**config.mk**
```make
export PLATFORM = sky130hd
export DESIGN_NAME = phm_top
export DESIGN_NICKNAME = d
export VERILOG_FILES = /design/src/hdl/phm_pkg.sv /design/src/hdl/phm_top.sv
export VERILOG_INCLUDE_DIRS = /design/src /design/src/hdl
export SDC_FILE = /design/constraint.sdc
export NUM_CORES = 1
export LEC_CHECK = 0
export BUFFER_PORTS_ARGS = -buffer_cell sky130_fd_sc_hd__buf_2
export CAP_MARGIN = 5
export CORE_MARGIN = 2
export CORE_UTILIZATION = 60
export DETAILED_ROUTE_END_ITERATION = 12
export GPL_TIMING_DRIVEN = 0
export PLACE_DENSITY = 0.77
export SYNTH_ARGS = -nofsm -noshare
export SYNTH_HDL_FRONTEND = slang
export SYNTH_SLANG_ARGS = --single-unit
```
**constraint.sdc**
```tcl
create_clock -name sys_clk_in -period 8.9 [get_ports sys_clk_in]
set_clock_uncertainty 0.1 [all_clocks]
set_input_delay 1.335 -clock sys_clk_in [delete_from_list [all_inputs] [get_ports sys_clk_in]]
set_output_delay 1.335 -clock sys_clk_in [all_outputs]
set_load 0.02 [all_outputs]
```
**src/hdl/phm_regs.svh**
```systemverilog
// Register map and fixed values of the peripheral hardware multiplier.
// Assumes byte addresses on a 16-bit CPU peripheral bus, word aligned.
`ifndef PHM_REGS_SVH
`define PHM_REGS_SVH

`define PHM_ADDR_UNSIGNED_PRODUCT    16'h0130
`define PHM_ADDR_SIGNED_PRODUCT      16'h0132
`define PHM_ADDR_UNSIGNED_ACCUMULATE 16'h0134
`define PHM_ADDR_SIGNED_ACCUMULATE   16'h0136
`define PHM_ADDR_SECOND_OPERAND      16'h0138
`define PHM_ADDR_RESULT_LOW          16'h013a
`define PHM_ADDR_RESULT_HIGH         16'h013c
`define PHM_ADDR_RESULT_SUM_EXT      16'h013e

`define PHM_RESET_WORD               16'h0000
`define PHM_RESET_PRODUCT            32'h0000_0000
`define PHM_BYTE_SIGN_BIT            7

`endif

```
**src/hdl/phm_pkg.sv**
```systemverilog
// Types shared by the peripheral hardware multiplier.
// Assumes nothing beyond a SystemVerilog elaborator.
package phm_pkg;

    typedef enum logic [1:0] {
        PHM_UNSIGNED_PRODUCT,
        PHM_SIGNED_PRODUCT,
        PHM_UNSIGNED_ACCUMULATE,
        PHM_SIGNED_ACCUMULATE
    } phm_mode_t;

    // One CPU peripheral access, valid for the cycle it is presented.
    typedef struct packed {
        logic [15:0] addr;
        logic [15:0] wdata;
        logic        write;
        logic        read;
        logic        byte_acc;
    } phm_req_t;

    typedef struct packed {
        logic [15:0] high;
        logic [15:0] low;
        logic [15:0] ext;
    } phm_result_t;

endpackage : phm_pkg

```
**src/hdl/phm_top.sv**
```systemverilog
// Peripheral hardware multiplier with multiply and accumulate modes.
// Assumes a CPU on the same clock presenting one access per cycle.
//
// What this block does
// - Address of first operand write selects one of four operations.
// - First operand write only stores operand and mode, starts nothing.
// - Second operand write launches latched operation with stored operand.
// - Results complete three clock cycles after second operand write.
// - Two 16-bit operand registers and three result registers exist.
// - First operand persists; each second operand write repeats the mode.
// - Accepts 16x16, 16x8, 8x16 and 8x8 operands in every mode.
// - All three result registers update together on completion.
// - Low result word always gets bits 15 to 0 of result.
// - Unsigned modes put upper 16 result bits in high word.
// - Signed multiply high word holds sign and upper 15 bits.
// - Signed accumulate high word holds upper 16 bits, two's complement.
// - Sum extension reads zero in unsigned multiply.
// - Signed modes put sign extension of result in sum extension.
// - Unsigned accumulate puts carry of 32-bit sum in sum extension.
// - Signed byte operands are sign-extended inside the unit.
`include "phm_regs.svh"

module phm_top (
    // Clock and reset.
    input  wire logic            sys_clk_in,
    input  wire logic            reset_in,
    // CPU peripheral access.
    input  wire phm_pkg::phm_req_t cpu_req_in,
    output logic [15:0]          cpu_rdata_out
);
    import phm_pkg::*;

    function automatic logic [15:0] widen(input logic [15:0] data,
                                          input logic        byte_acc,
                                          input logic        sgn);
        if (!byte_acc) begin
            widen = data;
        end else if (sgn) begin
            widen = {{8{data[`PHM_BYTE_SIGN_BIT]}}, data[7:0]};
        end else begin
            widen = {8'h00, data[7:0]};
        end
    endfunction : widen

    function automatic logic is_signed(input phm_mode_t m);
        is_signed = (m == PHM_SIGNED_PRODUCT) ||
                    (m == PHM_SIGNED_ACCUMULATE);
    endfunction : is_signed

    function automatic logic [31:0] multiply(input logic [15:0] a,
                                             input logic [15:0] b,
                                             input logic        sgn);
        logic [31:0] wa;
        logic [31:0] wb;
        wa = sgn ? {{16{a[15]}}, a} : {16'h0000, a};
        wb = sgn ? {{16{b[15]}}, b} : {16'h0000, b};
        multiply = wa * wb;
    endfunction : multiply

    logic        wr;
    logic        hit_first;
    logic        hit_second;
    logic        first_sgn;
    logic [15:0] second_val;
    phm_mode_t   mode_d;

    phm_mode_t   mode_q;
    logic [15:0] first_operand_q;
    logic [15:0] second_operand_q;
    logic        s1_valid_q;
    logic        s2_valid_q;
    phm_mode_t   s1_mode_q;
    phm_mode_t   s2_mode_q;
    logic [31:0] s1_prod_q;
    logic [31:0] s2_prod_q;
    phm_result_t res_d;
    phm_result_t res_q;
    logic [32:0] sum;
    logic [15:0] rdata_d;
    logic [15:0] rdata_q;

    assign wr = cpu_req_in.write;

    // Mode decode from the first operand address.
    always_comb begin
        hit_first = wr;
        first_sgn = 1'b0;
        mode_d    = PHM_UNSIGNED_PRODUCT;
        case (cpu_req_in.addr)
            `PHM_ADDR_UNSIGNED_PRODUCT: begin
                mode_d = PHM_UNSIGNED_PRODUCT;
            end
            `PHM_ADDR_SIGNED_PRODUCT: begin
                mode_d    = PHM_SIGNED_PRODUCT;
                first_sgn = 1'b1;
            end
            `PHM_ADDR_UNSIGNED_ACCUMULATE: begin
                mode_d = PHM_UNSIGNED_ACCUMULATE;
            end
            `PHM_ADDR_SIGNED_ACCUMULATE: begin
                mode_d    = PHM_SIGNED_ACCUMULATE;
                first_sgn = 1'b1;
            end
            default: begin
                hit_first = 1'b0;
            end
        endcase
    end

    assign hit_second = wr && (cpu_req_in.addr == `PHM_ADDR_SECOND_OPERAND);
    // A byte write to the second operand follows the latched signedness.
    assign second_val = widen(cpu_req_in.wdata, cpu_req_in.byte_acc,
                              is_signed(mode_q));

    // First operand and mode: stored only, no computation starts here.
    always_ff @(posedge sys_clk_in or posedge reset_in) begin
        if (reset_in) begin
            first_operand_q <= `PHM_RESET_WORD;
            mode_q          <= PHM_UNSIGNED_PRODUCT;
        end else if (hit_first) begin
            first_operand_q <= widen(cpu_req_in.wdata, cpu_req_in.byte_acc,
                                     first_sgn);
            mode_q          <= mode_d;
        end
    end

    always_ff @(posedge sys_clk_in or posedge reset_in) begin
        if (reset_in) begin
            second_operand_q <= `PHM_RESET_WORD;
        end else if (hit_second) begin
            second_operand_q <= second_val;
        end
    end

    // Three-stage pipeline: product, delay, then accumulate and write back.
    // Accumulation reads the result registers in the write-back stage,
    // so launches on consecutive cycles chain without forwarding.
    always_ff @(posedge sys_clk_in or posedge reset_in) begin
        if (reset_in) begin
            s1_valid_q <= 1'b0;
            s2_valid_q <= 1'b0;
            s1_mode_q  <= PHM_UNSIGNED_PRODUCT;
            s2_mode_q  <= PHM_UNSIGNED_PRODUCT;
            s1_prod_q  <= `PHM_RESET_PRODUCT;
            s2_prod_q  <= `PHM_RESET_PRODUCT;
        end else begin
            s1_valid_q <= hit_second;
            s1_mode_q  <= mode_q;
            s1_prod_q  <= multiply(first_operand_q, second_val,
                                   is_signed(mode_q));
            s2_valid_q <= s1_valid_q;
            s2_mode_q  <= s1_mode_q;
            s2_prod_q  <= s1_prod_q;
        end
    end

    always_comb begin
        sum   = {1'b0, res_q.high, res_q.low}
              + {1'b0, s2_prod_q};
        res_d = res_q;
        case (s2_mode_q)
            PHM_UNSIGNED_PRODUCT: begin
                {res_d.high, res_d.low} = s2_prod_q;
                res_d.ext = 16'h0000;
            end
            PHM_SIGNED_PRODUCT: begin
                {res_d.high, res_d.low} = s2_prod_q;
                res_d.ext = {16{s2_prod_q[31]}};
            end
            PHM_UNSIGNED_ACCUMULATE: begin
                {res_d.high, res_d.low} = sum[31:0];
                res_d.ext = {15'h0000, sum[32]};
            end
            PHM_SIGNED_ACCUMULATE: begin
                {res_d.high, res_d.low} = sum[31:0];
                res_d.ext = {16{sum[31]}};
            end
            default: begin
                res_d = res_q;
            end
        endcase
    end

    // Completion wins over a CPU write to a result word in the same cycle.
    always_ff @(posedge sys_clk_in or posedge reset_in) begin
        if (reset_in) begin
            res_q <= '0;
        end else if (s2_valid_q) begin
            res_q <= res_d;
        end else if (wr) begin
            if (cpu_req_in.addr == `PHM_ADDR_RESULT_LOW) begin
                res_q.low <= widen(cpu_req_in.wdata, cpu_req_in.byte_acc,
                                   1'b0);
            end
            if (cpu_req_in.addr == `PHM_ADDR_RESULT_HIGH) begin
                res_q.high <= widen(cpu_req_in.wdata, cpu_req_in.byte_acc,
                                    1'b0);
            end
        end
    end

    // Read port: data is registered and valid the cycle after the strobe.
    always_comb begin
        rdata_d = 16'h0000;
        if (cpu_req_in.read) begin
            case (cpu_req_in.addr)
                `PHM_ADDR_UNSIGNED_PRODUCT:    rdata_d = first_operand_q;
                `PHM_ADDR_SIGNED_PRODUCT:      rdata_d = first_operand_q;
                `PHM_ADDR_UNSIGNED_ACCUMULATE: rdata_d = first_operand_q;
                `PHM_ADDR_SIGNED_ACCUMULATE:   rdata_d = first_operand_q;
                `PHM_ADDR_SECOND_OPERAND:      rdata_d = second_operand_q;
                `PHM_ADDR_RESULT_LOW:          rdata_d = res_q.low;
                `PHM_ADDR_RESULT_HIGH:         rdata_d = res_q.high;
                `PHM_ADDR_RESULT_SUM_EXT:      rdata_d = res_q.ext;
                default:                       rdata_d = 16'h0000;
            endcase
        end
    end

    always_ff @(posedge sys_clk_in or posedge reset_in) begin
        if (reset_in) begin
            rdata_q <= `PHM_RESET_WORD;
        end else begin
            rdata_q <= rdata_d;
        end
    end

    assign cpu_rdata_out = rdata_q;
endmodule : phm_top

```
* After elaboration in Yosys (flattened, before gate mapping) *
Index checks and enable logic that the tools add are counted.

cells by class
  multipliers = 1
  muxes and demuxes = 17
  add/subtract/negate cells = 1
  equal/unequal tests = 13
  reductions and logical operators = 10

operator list
  operator             count
  $pmux 48 s4          1
  $eq 16x9->1 const B  8
  $mux 16              8
  $mux 32              4
  $pmux 16 s5          1
  $add 32x32->33       1
  $mul 32x32->32       1
  $eq 2x2->1 const B   3
  $pmux 2 s3           1
  $reduce_bool 2->1    3
  $eq 2x1->1 const B   2
  $reduce_and 2->1     2
  $reduce_or 4->1      1
  $logic_not 2->1      1
  $mux 1               2
  $reduce_or 2->1      1
  $logic_and 1x1->1    1
  $logic_or 1x1->1     1

word-level totals
  bits in registers = 168
  output and inout bits = 16
  word-level logic and storage cells = 55

* Depth between registers and ports, before layout *
Gate-level depths: netlist of the first run.

  word-level depth = 6
  gate-level depth with buffers = 29
  gate-level depth less buffers = 27

* Worst setup path before layout of the first run *
Ideal clock, no wire load.

  path kind = input -> register
  start = input port cpu_req_in[0] (netlist bit)
  end = register s1_prod_q[28]
  stages on the path = 28
  data arrival time = 8.020 ns
  data required time = 8.720 ns
  path slack = 0.700 ns
  setup time = 0.080 ns
  cell sequence = buf_2 nand3_2 nand2_1 clkbuf_1 nand2_1 fa_1 inv_1 fa_1 inv_1 fa_1 fa_1 inv_1 fa_1 inv_1 fa_1 fa_1 fa_1 inv_1 ha_1 and3_1 and3_1 a22o_1 a21o_1 o211ai_1 a21oi_1 o21ai_0 nor2b_1 xnor2_1

on the way
  cells in the longest elaborated chain, start to end = 3

RTL lines
  item                  line            source
  from (decl)           phm_top.sv:28   input wire phm_pkg::phm_req_t cpu_req_in,
  $mux 16               phm_top.sv:36   if (!byte_acc) begin
  $mux 32               phm_top.sv:56   wb = sgn ? {{16{b[15]}}, b} : {16'h0000, b};
  $mul 32x32->32        phm_top.sv:57   multiply = wa * wb;
  to (signal assigned)  phm_top.sv:144  s1_prod_q <= `PHM_RESET_PRODUCT;
  to (signal assigned)  phm_top.sv:149  s1_prod_q <= multiply(first_operand_q, second_val,
  to (decl)             phm_top.sv:74   logic [31:0] s1_prod_q;

No other way between the ends.
A chain may end at the register's enable or synchronous reset.

* Final worst setup path of the first run *
  start = input port cpu_req_in[0] (netlist bit)
  end = register s1_prod_q[30]

Same word-level chain as after synthesis.

==> out/metrics.yaml, run 1 <==
status: "completed"
cp-end-kind: "flop"
stdcell_area_mm2: 0.02168
grt_max_degree: 89
initial_core_util_pct: 60.61
rsz0062_at_grt: "true"
chipWidth_um: 187.6
tns_ns: 0
detail-route-antenna-nets: 0
grt_antenna_before_repair: 1
dpl.hpwl_um: 47850
highest_layer: "met4"
setup_violations: 0
overflow: 0
synth_top_cell_by_area: "fa_1"
dieArea_mm2: 0.03519
clkLatencyLatePin_ns: 0.43
final.period_utilization_pct: 97.11
path_class: "primary input to flop"
arrival_ns: 8.85
ys_warn_count: 0
synthCells: 2066
synth_edf_count: 0
cts_tree: "done"
nNetsFinal: 2658
synthFlopType: "dfrtp_1"
yosys-top-cells-area: "fa_1 33%, dfrtp_1 19%, ha_1 10%"
synth_fp_nets: 2598
power.total_w: 0.001526
cap_violations: 0
stdcell_count: 2588
fmax_mhz: 115.7
ys_types: 74
ir_drop_mv: 0.1642
syn_area_per_cell_um2: 9.787
wl_met1_um: 22520
synth-seq-area-share_pct: 19.06
die_h_um: 187.6
worstMarginPinSlew_ns: 0.8655
drc_errors: 0
worstPathMaxFanout: 10
firstDrtPassIters: 6
synth_top_area_share_pct: 32.87
place_area_mm2: 0.02105
core_mm2: 0.03336
detail_route.iter0.violations: 1585
hold_path.class: "flop to flop"
cp.required_ns: 9.11
power_density_mw_per_mm2: 70.37
rows: 67
final_max_slew_viol_count: 0
hold_violations: 0
syn_area_mm2: 0.02022
cts.htree.levels: 4
pin_count: 53
via_per_inst: 5.906
port_buffers: 48
grt_pass1_wl_um: 93040
avgRoutedWirePerCell_um: 22.27
wl_met2_um: 27670
maxSlewHeadroom_pct: 42.30
grt_use_total_pct: 35.08
leakage_nw: 11.65
grt_pass1_vias: 16590
hold_slack_ns: 0.2447
drt_wl_total_um: 57640
path_clk_slew_ns: 0.07
syn_to_final_growth_pct: 7.215
clockBufferDepth: 2
async_flop_share_pct: 100.0
hold_buffers: 0
critPathLaunchType: "primary input"
place_inst: 2563
drive_gt1_share_pct: 7.854
synth_most_common_cell: "inv_1"
synthTopCellsByCount: "356 x inv_1, 332 x fa_1, 195 x nand2_1"
cts.sink_count: 154
post-route-min-period_ns: 8.643
route.vias.total: 15290
cts_inserted_buffers: 17
route.met3.wl_um: 4190
cts-root-buf: "clkbuf_16"
ys_ff_latch: 154
gp_congestion: 0.9939
final timing paths:
| path | start | to | slack, ns | cells after the start |
|---|---|---|---|---|
| max | cpu_req_in[0] | s1_prod_q[30]$_DFF_PP0_ | 0.26 | 26 |
| min | s1_mode_q[0]$_DFF_PP0_ | s2_mode_q[0]$_DFF_PP0_ | 0.24 | 0 |
| max reg2reg | first_operand_q[14]$_DFFE_PP0P_ | s1_prod_q[30]$_DFF_PP0_ | 0.64 | 26 |
| min reg2reg | s1_mode_q[0]$_DFF_PP0_ | s2_mode_q[0]$_DFF_PP0_ | 0.24 | 0 |
| max in group asynchronous | reset_in | s2_prod_q[27]$_DFF_PP0_ | 6.96 | 3 |
| min in group asynchronous | reset_in | s2_prod_q[5]$_DFF_PP0_ | 0.89 | 2 |
critical path: stages:
cell and delay [ns]:
buf_2 0.25, nand2b_1 0.39, nand2_1 0.23, clkbuf_1 0.26, clkbuf_2 0.29, and2_1 0.24
fa_1 0.51, inv_1 0.06, fa_1 0.51, inv_1 0.06, fa_1 0.45, ha_1 0.29
ha_1 0.32, fa_1 0.46, fa_1 0.51, fa_1 0.42, ha_1 0.44, and3_1 0.24
and3_1 0.19, a22o_1 0.17, a21o_1 0.27, o211ai_1 0.31, a21oi_1 0.13, o21ai_0 0.23
a21oi_1 0.13, xor2_1 0.16
layout by cell type (no fill, tap or decap), drive strengths merged, types with 3 or more instances in the layout:
master and n:
nand3 21, o211ai 6, a31o 6, nor3b 4, mux2 35, o21a 10
nor2 83, a222oi 15, a21oi 88, nand4 7, dfrtp 154, or2 3
a211oi 21, fa 332, o22ai 7, a31oi 29, nor3 18, a2111oi 3
or3 4, mux2i 15, inv 364, o21bai 5, nand2 198, ha 163
xor2 29, nand2b 13, o21ai 40, clkbuf 96, a221oi 3, and2 149
buf 61, xnor2 67, nor2b 4, and3 25, a21o 31, clkinv 5
cells by family after synthesis:
| kind of cell | count (synthesis) | share of synthesized area, % |
|---|---|---|
| muxes | 50 | 2.710 |
| AOI/OAI and AO/OA | 280 | 9.325 |
| and+or+nand+nor | 535 | 13.19 |
| adders and majority gates | 495 | 42.96 |
| DFF | 154 | 19.06 |
| xor gates and xnor gates | 96 | 4.158 |
| buffers and inverters | 456 | 8.607 |
metrics by stage:
step | utilization (%) | setup WS, ns
after floorplan | - | 0.7004
after global placement | 63.01 | -0.7322
after detailed placement | 63.10 | -0.9559
after CTS | 64.88 | 0.03117
after global routing | 64.97 | -0.01768
final | 64.98 | 0.2571
registers in the layout, summed over array words and instances (netlist names):
| signal | count |
|---|---|
| second_operand_q | 16 |
| s2_prod_q | 32 |
| res_q | 34 |
| first_operand_q | 16 |
| s1_mode_q | 2 |
| s1_valid_q | 1 |
| s2_mode_q | 2 |
| mode_q | 2 |
| s1_prod_q | 32 |
| cpu_rdata_out | 16 |
| s2_valid_q | 1 |
area by class of cell:
cell class                 count  area [µm²]
sequential                   154        3854
multi-input combinational   1456       14690
buffer                        89       366.6
fill                        2747       11690
timing repair buffer          51       282.8
clock inverter                15       157.7
inverter                     357        1345
tap                          448       560.5
clock buffer                  17       425.4
antenna                        1       2.502
power breakdown:
group / internal, W / total (W) / switching, W / leakage, nW
clock network: 0.000396 / 0.000720 / 0.000325 / 0.281
logic: 0.0000225 / 0.0000983 / 0.0000758 / 9.25
registers: 0.000703 / 0.000707 / 0.00000383 / 2.12
total: 0.00112 / 0.00153 / 0.000404 / 11.7
timing repair:
item,in CTS,in global routing
buffers inserted,0,2
endpoints found under the setup margin,7,8
pin swaps,0,2
gates resized for setup,9,15
routing by layer:
layer | up-vias | global-route usage [%]
li1 | 6681 | -
met1 | 7709 | 44.99
met2 | 720 | 58.55
met3 | 175 | 5.446
met4 | 0 | 17.17
met5 | - | 0
No activity file was read; power rests on OpenSTA's default activity.
==> run 2: changes to the inputs <==
--- a/config.mk
+++ b/config.mk
@@ -12,6 +12,7 @@
 export CORE_UTILIZATION = 60
 export DETAILED_ROUTE_END_ITERATION = 12
 export GPL_TIMING_DRIVEN = 0
+export MAX_ROUTING_LAYER = met4
 export PLACE_DENSITY = 0.77
 export SYNTH_ARGS = -nofsm -noshare
 export SYNTH_HDL_FRONTEND = slang
==> run 2 against run 1 <==
Sequential power hardly changed. Highest routed layer unchanged. Hold slack is essentially flat. Sequential share of layout area about the same. First-iteration DRC count down 22%. Sequential cell count did not move. Cell area up 0.16%. Maximum frequency down 1.2%. Die area unchanged.
==> out/metrics.yaml, run 2 (synthesis results as in run 1) <==
firstDrtPassIters: 6  # unchanged
hold_buffers: 0  # unchanged
status: "completed"
clockBufferDepth: 2  # unchanged
fillers: 2821  # +2.7%
use_met2_pct: 59.32  # +0.77 points
final.period_utilization_pct: 98.26  # +1.2 points
power.total_w: 0.001581  # +3.6%
port_buffers: 48  # unchanged
critPathLaunchType: "primary input"
detail_route.iter0.violations: 1241  # -22%
largest_reg_flops: 34  # unchanged
hold_violations: 0  # unchanged
cts_tree: "done"
post_cts_buffers: 0  # unchanged
rows: 67  # unchanged
tns_ns: 0  # unchanged
leakage_nw: 11.67  # +0.16%
swShare_pct: 25.45  # -1.1 points
final_max_slew_viol_count: 0  # unchanged
chipWidth_um: 187.6  # unchanged
crit_start: "cpu_req_in[0]"
nNetsFinal: 2659  # +0.038%
cts_inserted_buffers: 17  # unchanged
multi_input_area_mm2: 0.01469  # unchanged
syn_to_final_growth_pct: 7.388
maxSlewHeadroom_pct: 39.38  # -2.9 points
dieArea_mm2: 0.03519  # unchanged
pwr-share-seq_pct: 44.7  # -1.6 points
seq_area_mm2: 0.003854  # unchanged
overflow: 0  # unchanged
rr_worst_depth: 26  # unchanged
r2r_setup_slack_ns: 0.67  # +0.03 ns
mostFrequentLayoutCells: "355 x inv_1, 332 x fa_1, 189 x nand2_1, 163 x ha_1, 154 x dfrtp_1"
p_sw_w: 0.0004023  # -0.50%
initial_core_util_pct: 60.61  # unchanged
path_class: "primary input to flop"
power_density_mw_per_mm2: 72.80  # +3.5%
core_mm2: 0.03336  # unchanged
pwr-share-comb_pct: 6.3  # about the same
gp_congestion: 1.019  # +2.5%
rr_endpoint: "s1_prod_q[28]$_DFF_PP0_"
route.vias.total: 15150  # -0.92%
crit_end: "s1_prod_q[28]$_DFF_PP0_"
ir_drop_mv: 0.08563  # -48%
grt_pass1_wl_um: 92050  # -1.1%
grt_use_total_pct: 35.85  # +0.77 points
dpl.hpwl_um: 47990  # +0.29%
drt_wl_total_um: 57930  # +0.49%
worstMarginPinSlew_ns: 0.9093  # +0.04372 ns
grtUsageMet3_pct: 4.417  # -1.0 points
grt_antenna_before_repair: 0  # -1
via_per_inst: 5.852  # -0.92%
largest_registers: "res_q: 34 flops, s1_prod_q: 32 flops, s2_prod_q: 32 flops"
cts.sink_count: 154  # unchanged
cts.htree.levels: 4  # unchanged
avgRoutedWirePerCell_um: 22.38  # +0.49%
grt.busiest_layer: "met2"
antenna_cells: 0  # -1
grt_max_degree: 84  # -5.6%
grtUsageMet1_pct: 45.23  # +0.25 points
detail-route-antenna-nets: 0  # unchanged
pin_count: 53  # unchanged
cp.required_ns: 9.15  # +0.04 ns
setup_violations: 0  # unchanged
die_h_um: 187.6  # unchanged
path_clk_slew_ns: 0.06  # about the same
largest_register: "res_q"
fmax_mhz: 114.3  # -1.2%
drc_errors: 0  # unchanged
hold_slack_ns: 0.2446  # -0.0001490 ns
post-route-min-period_ns: 8.745  # +0.1024 ns
reg2reg_from: "first_operand_q[14]$_DFFE_PP0P_"
cap_violations: 0  # unchanged
stdcell_area_mm2: 0.02171  # +0.16%
final_common_cell: "inv_1"
cts-root-buf: "clkbuf_16"
worstPathMaxFanout: 10  # unchanged
drive_gt1_share_pct: 7.757  # -0.097 points
hold_path.class: "flop to flop"
clkLatencyLatePin_ns: 0.44  # about the same
arrival_ns: 9.00  # +0.15 ns
clockPowerShare_pct: 49.0  # +1.8 points
cp-end-kind: "flop"
p_int_w: 0.001179  # +5.1%
grt_pass1_vias: 16240  # -2.1%
place_area_mm2: 0.02105  # unchanged
-- run 2: changes by cell type in the layout (fill, tap and decap cells not counted), sizes merged --
cell / delta
buf: -2
bufinv: +2
clkbuf: +3
clkinv: -4
clkinvlp: -1
diode: -1
inv: +3
-- run 2: worst min path at each step --
stage / startpoint / endpoint / slack (ns) / depth (start not counted)
final: s1_prod_q[22]$_DFF_PP0_ / s2_prod_q[22]$_DFF_PP0_ / 0.24 / 0
after global routing: s1_prod_q[24]$_DFF_PP0_ / s2_prod_q[24]$_DFF_PP0_ / 0.25 / 0
after CTS: s1_prod_q[24]$_DFF_PP0_ / s2_prod_q[24]$_DFF_PP0_ / 0.24 / 0
after detailed placement: s1_mode_q[0]$_DFF_PP0_ / s2_mode_q[0]$_DFF_PP0_ / 0.23 / 0
after global placement: s1_valid_q$_DFF_PP0_ / s2_valid_q$_DFF_PP0_ / 0.23 / 0
after floorplan: s1_mode_q[0]$_DFF_PP0_ / s2_mode_q[0]$_DFF_PP0_ / 0.23 / 0
-- run 2: power groups by stage --
stage | Sequential, W | Clock (W) | Combinational, W
2_1_floorplan | 0.000718 | 0 | 0.0000510
3_3_place_gp | 0.000720 | 0 | 0.0000946
3_5_place_dp | 0.000720 | 0 | 0.0000977
4_1_cts | 0.000707 | 0.000782 | 0.0000974
5_1_grt | 0.000707 | 0.000814 | 0.000107
6_report | 0.000707 | 0.000774 | 0.0000994
-- run 2: area by class of cell --
type	instances	area share, %
clock buffers	17	1.959
flip-flops and latches	154	17.75
plain buffers	92	1.740
multi-input cells	1456	67.63
repair buffers	49	1.233
inverters	357	6.194
well taps	448	2.581
clock inverters	15	0.9162
-- run 2: through the flow --
step / worst slack (ns) / std cells / utilization [%]
final: 0.1547 / 2588 / 65.08
after global routing: -0.01253 / 2588 / 65.08
after CTS: 0.05787 / 2591 / 64.97
after detailed placement: -0.8848 / 2563 / 63.10
after global placement: -0.8109 / 2562 / 63.01
after floorplan: 0.7004 / 2066 / -
-- run 2: metal layers --
metal  share of wire [%]  wire, µm
met1                  40     23370
met2                  49     28530
met3                 6.2      3609
met4                 4.2      2416
met5                   0         0
-- run 2: timing repair --
action / 4_1_cts / 5_1_grt
resized for setup: 8 / 13
pin swaps: 0 / 0
setup endpoints to repair: 8 / 7
hold endpoints to repair: 0 / 0
-- run 2: worst max-delay path: stages --
cell      delay (ns)
buf_2           0.19
nand2b_1        0.38
nand2_1         0.27
clkbuf_1        0.35
clkbuf_1        0.48
and3_1          0.26
fa_1            0.41
inv_1           0.08
fa_1            0.41
inv_1           0.10
fa_1            0.41
ha_1            0.29
ha_1            0.34
fa_1            0.46
fa_1            0.51
fa_1            0.41
ha_1            0.43
and3_1          0.24
and3_1          0.19
a22o_1          0.17
a21o_1          0.25
o211ai_1        0.34
a21oi_1         0.14
o21ai_0         0.22
nor2b_1         0.19
xnor2_1         0.13
==> run 3: changes to the inputs <==
--- a/config.mk
+++ b/config.mk
@@ -8,7 +8,6 @@
 export LEC_CHECK = 0
 export BUFFER_PORTS_ARGS = -buffer_cell sky130_fd_sc_hd__buf_2
 export CAP_MARGIN = 5
-export CORE_MARGIN = 2
 export CORE_UTILIZATION = 60
 export DETAILED_ROUTE_END_ITERATION = 12
 export GPL_TIMING_DRIVEN = 0
==> run 3 against run 2 <==
Non-clock buffer count decreased by 2. First-iteration DRC count increased by 28%. Largest power group is now sequential cells. Wire length fell by 0.44%. Clock power fell by 9.6%. Worst setup slack better by 0.14 ns. Sequential power barely moved.
==> out/metrics.yaml, run 3 (synthesis results as in run 1) <==
final_max_slew_viol_count: 0  # unchanged
cp.required_ns: 9.11  # -0.04 ns
rows: 66  # -1.5%
rsz0062_at_grt: "false"
gp_congestion: 1.051  # +3.2%
cts_tree: "done"
largest_registers: "res_q: 34 flops, s1_prod_q: 32 flops, s2_prod_q: 32 flops"
cts.sink_count: 154  # unchanged
fillers: 2715  # -3.8%
setup_violations: 0  # unchanged
core_mm2: 0.03287  # -1.5%
grt_use_total_pct: 37.22  # +1.4 points
fmax_mhz: 116.2  # +1.6%
cp_common_cell: "fa_1"
overflow: 0  # unchanged
post-route-min-period_ns: 8.605  # -0.1407 ns
firstDrtPassIters: 6  # unchanged
chipWidth_um: 185.6  # -1.1%
grt_antenna_before_repair: 1  # +1
pwr-share-comb_pct: 6.5  # +0.2 points
worstMarginPinSlew_ns: 0.8655  # -0.04381 ns
syn_to_final_growth_pct: 6.986
largest_register: "res_q"
detail_route.iter0.violations: 1586  # +28%
crit_start: "cpu_req_in[7]"
p_int_w: 0.001094  # -7.2%
pwr-share-seq_pct: 47.0  # +2.3 points
r2r_setup_slack_ns: 0.56  # -0.11 ns
swShare_pct: 27.31  # +1.9 points
final.period_utilization_pct: 96.68  # -1.6 points
status: "completed"
nNetsFinal: 2657  # -0.075%
via_per_inst: 5.900  # +0.82%
route.vias.total: 15230  # +0.55%
path_class: "primary input to flop"
drt_wl_total_um: 57670  # -0.44%
cap_violations: 0  # unchanged
cp-end-kind: "flop"
dieArea_mm2: 0.03444  # -2.1%
clockPowerShare_pct: 46.5  # -2.5 points
rr_worst_depth: 26  # unchanged
power.total_w: 0.001504  # -4.8%
grt_pass1_wl_um: 91260  # -0.86%
p_sw_w: 0.0004108  # +2.1%
cts_inserted_buffers: 17  # unchanged
drive_gt1_share_pct: 7.717  # -0.040 points
hold_path.class: "flop to flop"
drc_errors: 0  # unchanged
clkLatencyLatePin_ns: 0.44  # about the same
die_h_um: 185.6  # -1.1%
cpPeakStageDelay_ns: 0.74  # +0.23 ns
port_buffers: 48  # unchanged
critPathLaunchType: "primary input"
cts-root-buf: "clkbuf_16"
holdPathEnd: "s2_prod_q[27]$_DFF_PP0_"
mostFrequentLayoutCells: "355 x inv_1, 332 x fa_1, 189 x nand2_1, 163 x ha_1, 154 x dfrtp_1"
hold_violations: 0  # unchanged
dpl.hpwl_um: 47860  # -0.27%
leakage_nw: 11.64  # -0.27%
power_density_mw_per_mm2: 69.54  # -4.5%
grt_pass1_vias: 16050  # -1.2%
worst_path_max_delay_cell: "fa_1"
whs_path_depth: 0  # unchanged
crit_chain: "buf_2 -> clkbuf_1 -> nand2_1 -> fa_1 -> inv_1 -> fa_1 -> fa_1 -> inv_1 -> fa_1 -> inv_1 -> fa_1 -> fa_1 -> fa_1 -> fa_1 -> ha_1 -> o21ai_0 -> a21oi_1 -> nor2_1 -> o31a_1 -> o2111ai_1 -> a21oi_1 -> xnor2_1"
arrival_ns: 8.81  # -0.19 ns
worstPathMaxFanout: 12  # +2
initial_core_util_pct: 61.52  # +0.92 points
largest_reg_flops: 34  # unchanged
path_clk_slew_ns: 0.06  # about the same
final_common_cell: "inv_1"
grt_max_degree: 86  # +2.4%
avgRoutedWirePerCell_um: 22.34  # -0.17%
rr_endpoint: "s1_prod_q[31]$_DFF_PP0_"
min-delay-start: "s1_prod_q[27]$_DFF_PP0_"
tns_ns: 0  # unchanged
ir_drop_mv: 0.07657  # -11%
detail-route-antenna-nets: 0  # unchanged
reg2reg_from: "first_operand_q[13]$_DFFE_PP0P_"
cts.htree.levels: 4  # unchanged
clockBufferDepth: 2  # unchanged
pin_count: 53  # unchanged
hold_buffers: 0  # unchanged
maxSlewHeadroom_pct: 42.30  # +2.9 points
## run 3: stage by stage
stage	cell area (µm²)	worst slack, ns	cells	utilization, %	hold WS, ns
CTS	21590	0.02620	2582	65.70	0.2459
floorplan	20220	0.7004	2066	-	0.2312
global route	21630	0.01005	2581	65.82	0.2482
finish	21630	0.2955	2581	65.82	0.2459
global placement	21010	-0.7494	2556	63.94	0.2315
detailed placement	21050	-0.8001	2557	64.04	0.2347
## run 3: how the worst max path moves through the flow
stage               slack (ns)                      end
global placement         -0.75  s1_prod_q[28]$_DFF_PP0_
detailed placement       -0.80  s1_prod_q[30]$_DFF_PP0_
finish                    0.30  s1_prod_q[31]$_DFF_PP0_
CTS                       0.03  s1_prod_q[28]$_DFF_PP0_
floorplan                 0.70  s1_prod_q[28]$_DFF_PP0_
global route              0.01  s1_prod_q[31]$_DFF_PP0_
## run 3: what timing repair did
action / in CTS / in global routing
gates resized for setup: 7 / 11
endpoints found under the setup margin: 7 / 7
pin swaps: 0 / 1
buffers inserted: 0 / 1
## run 3: layout make-up
class | count | area [µm²] | area share (%)
Multi-Input combinational cell | 1456 | 14680 | 67.85
Sequential cell | 154 | 3854 | 17.81
Inverter | 357 | 1345 | 6.217
Tap cell | 442 | 553.0 | 2.556
Clock buffer | 18 | 429.2 | 1.984
Buffer | 89 | 366.6 | 1.695
Timing Repair Buffer | 50 | 275.3 | 1.272
Clock inverter | 14 | 130.1 | 0.6015
Antenna cell | 1 | 2.502 | 0.01157
## run 3: power groups by stage
stage               Combinational (W)  Sequential (W)  Clock (W)
floorplan                   0.0000510        0.000718          0
global placement            0.0000933        0.000721          0
detailed placement          0.0000965        0.000721          0
CTS                         0.0000952        0.000708   0.000705
global route                 0.000105        0.000707   0.000739
finish                      0.0000971        0.000708   0.000700
## run 3: routing by layer
| layer | up-vias | share of wire (%) | GRT usage (%) |
|---|---|---|---|
| li1 | 6667 | - | - |
| met1 | 7710 | 40 | 46.92 |
| met2 | 687 | 47 | 59.00 |
| met3 | 164 | 7.3 | 5.420 |
| met4 | 0 | 5.2 | 18.75 |
| met5 | - | 0 | - |
## run 3: critical path, delay by kind of cell
kind | cells | cell delay [ns]
AOI/OAI and AO/OA | 5 | 1.00
xor gates and xnor gates | 1 | 0.13
adders and majority gates | 9 | 4.75
buffers and inverters | 5 | 1.27
and+or+nand+nor | 2 | 0.30
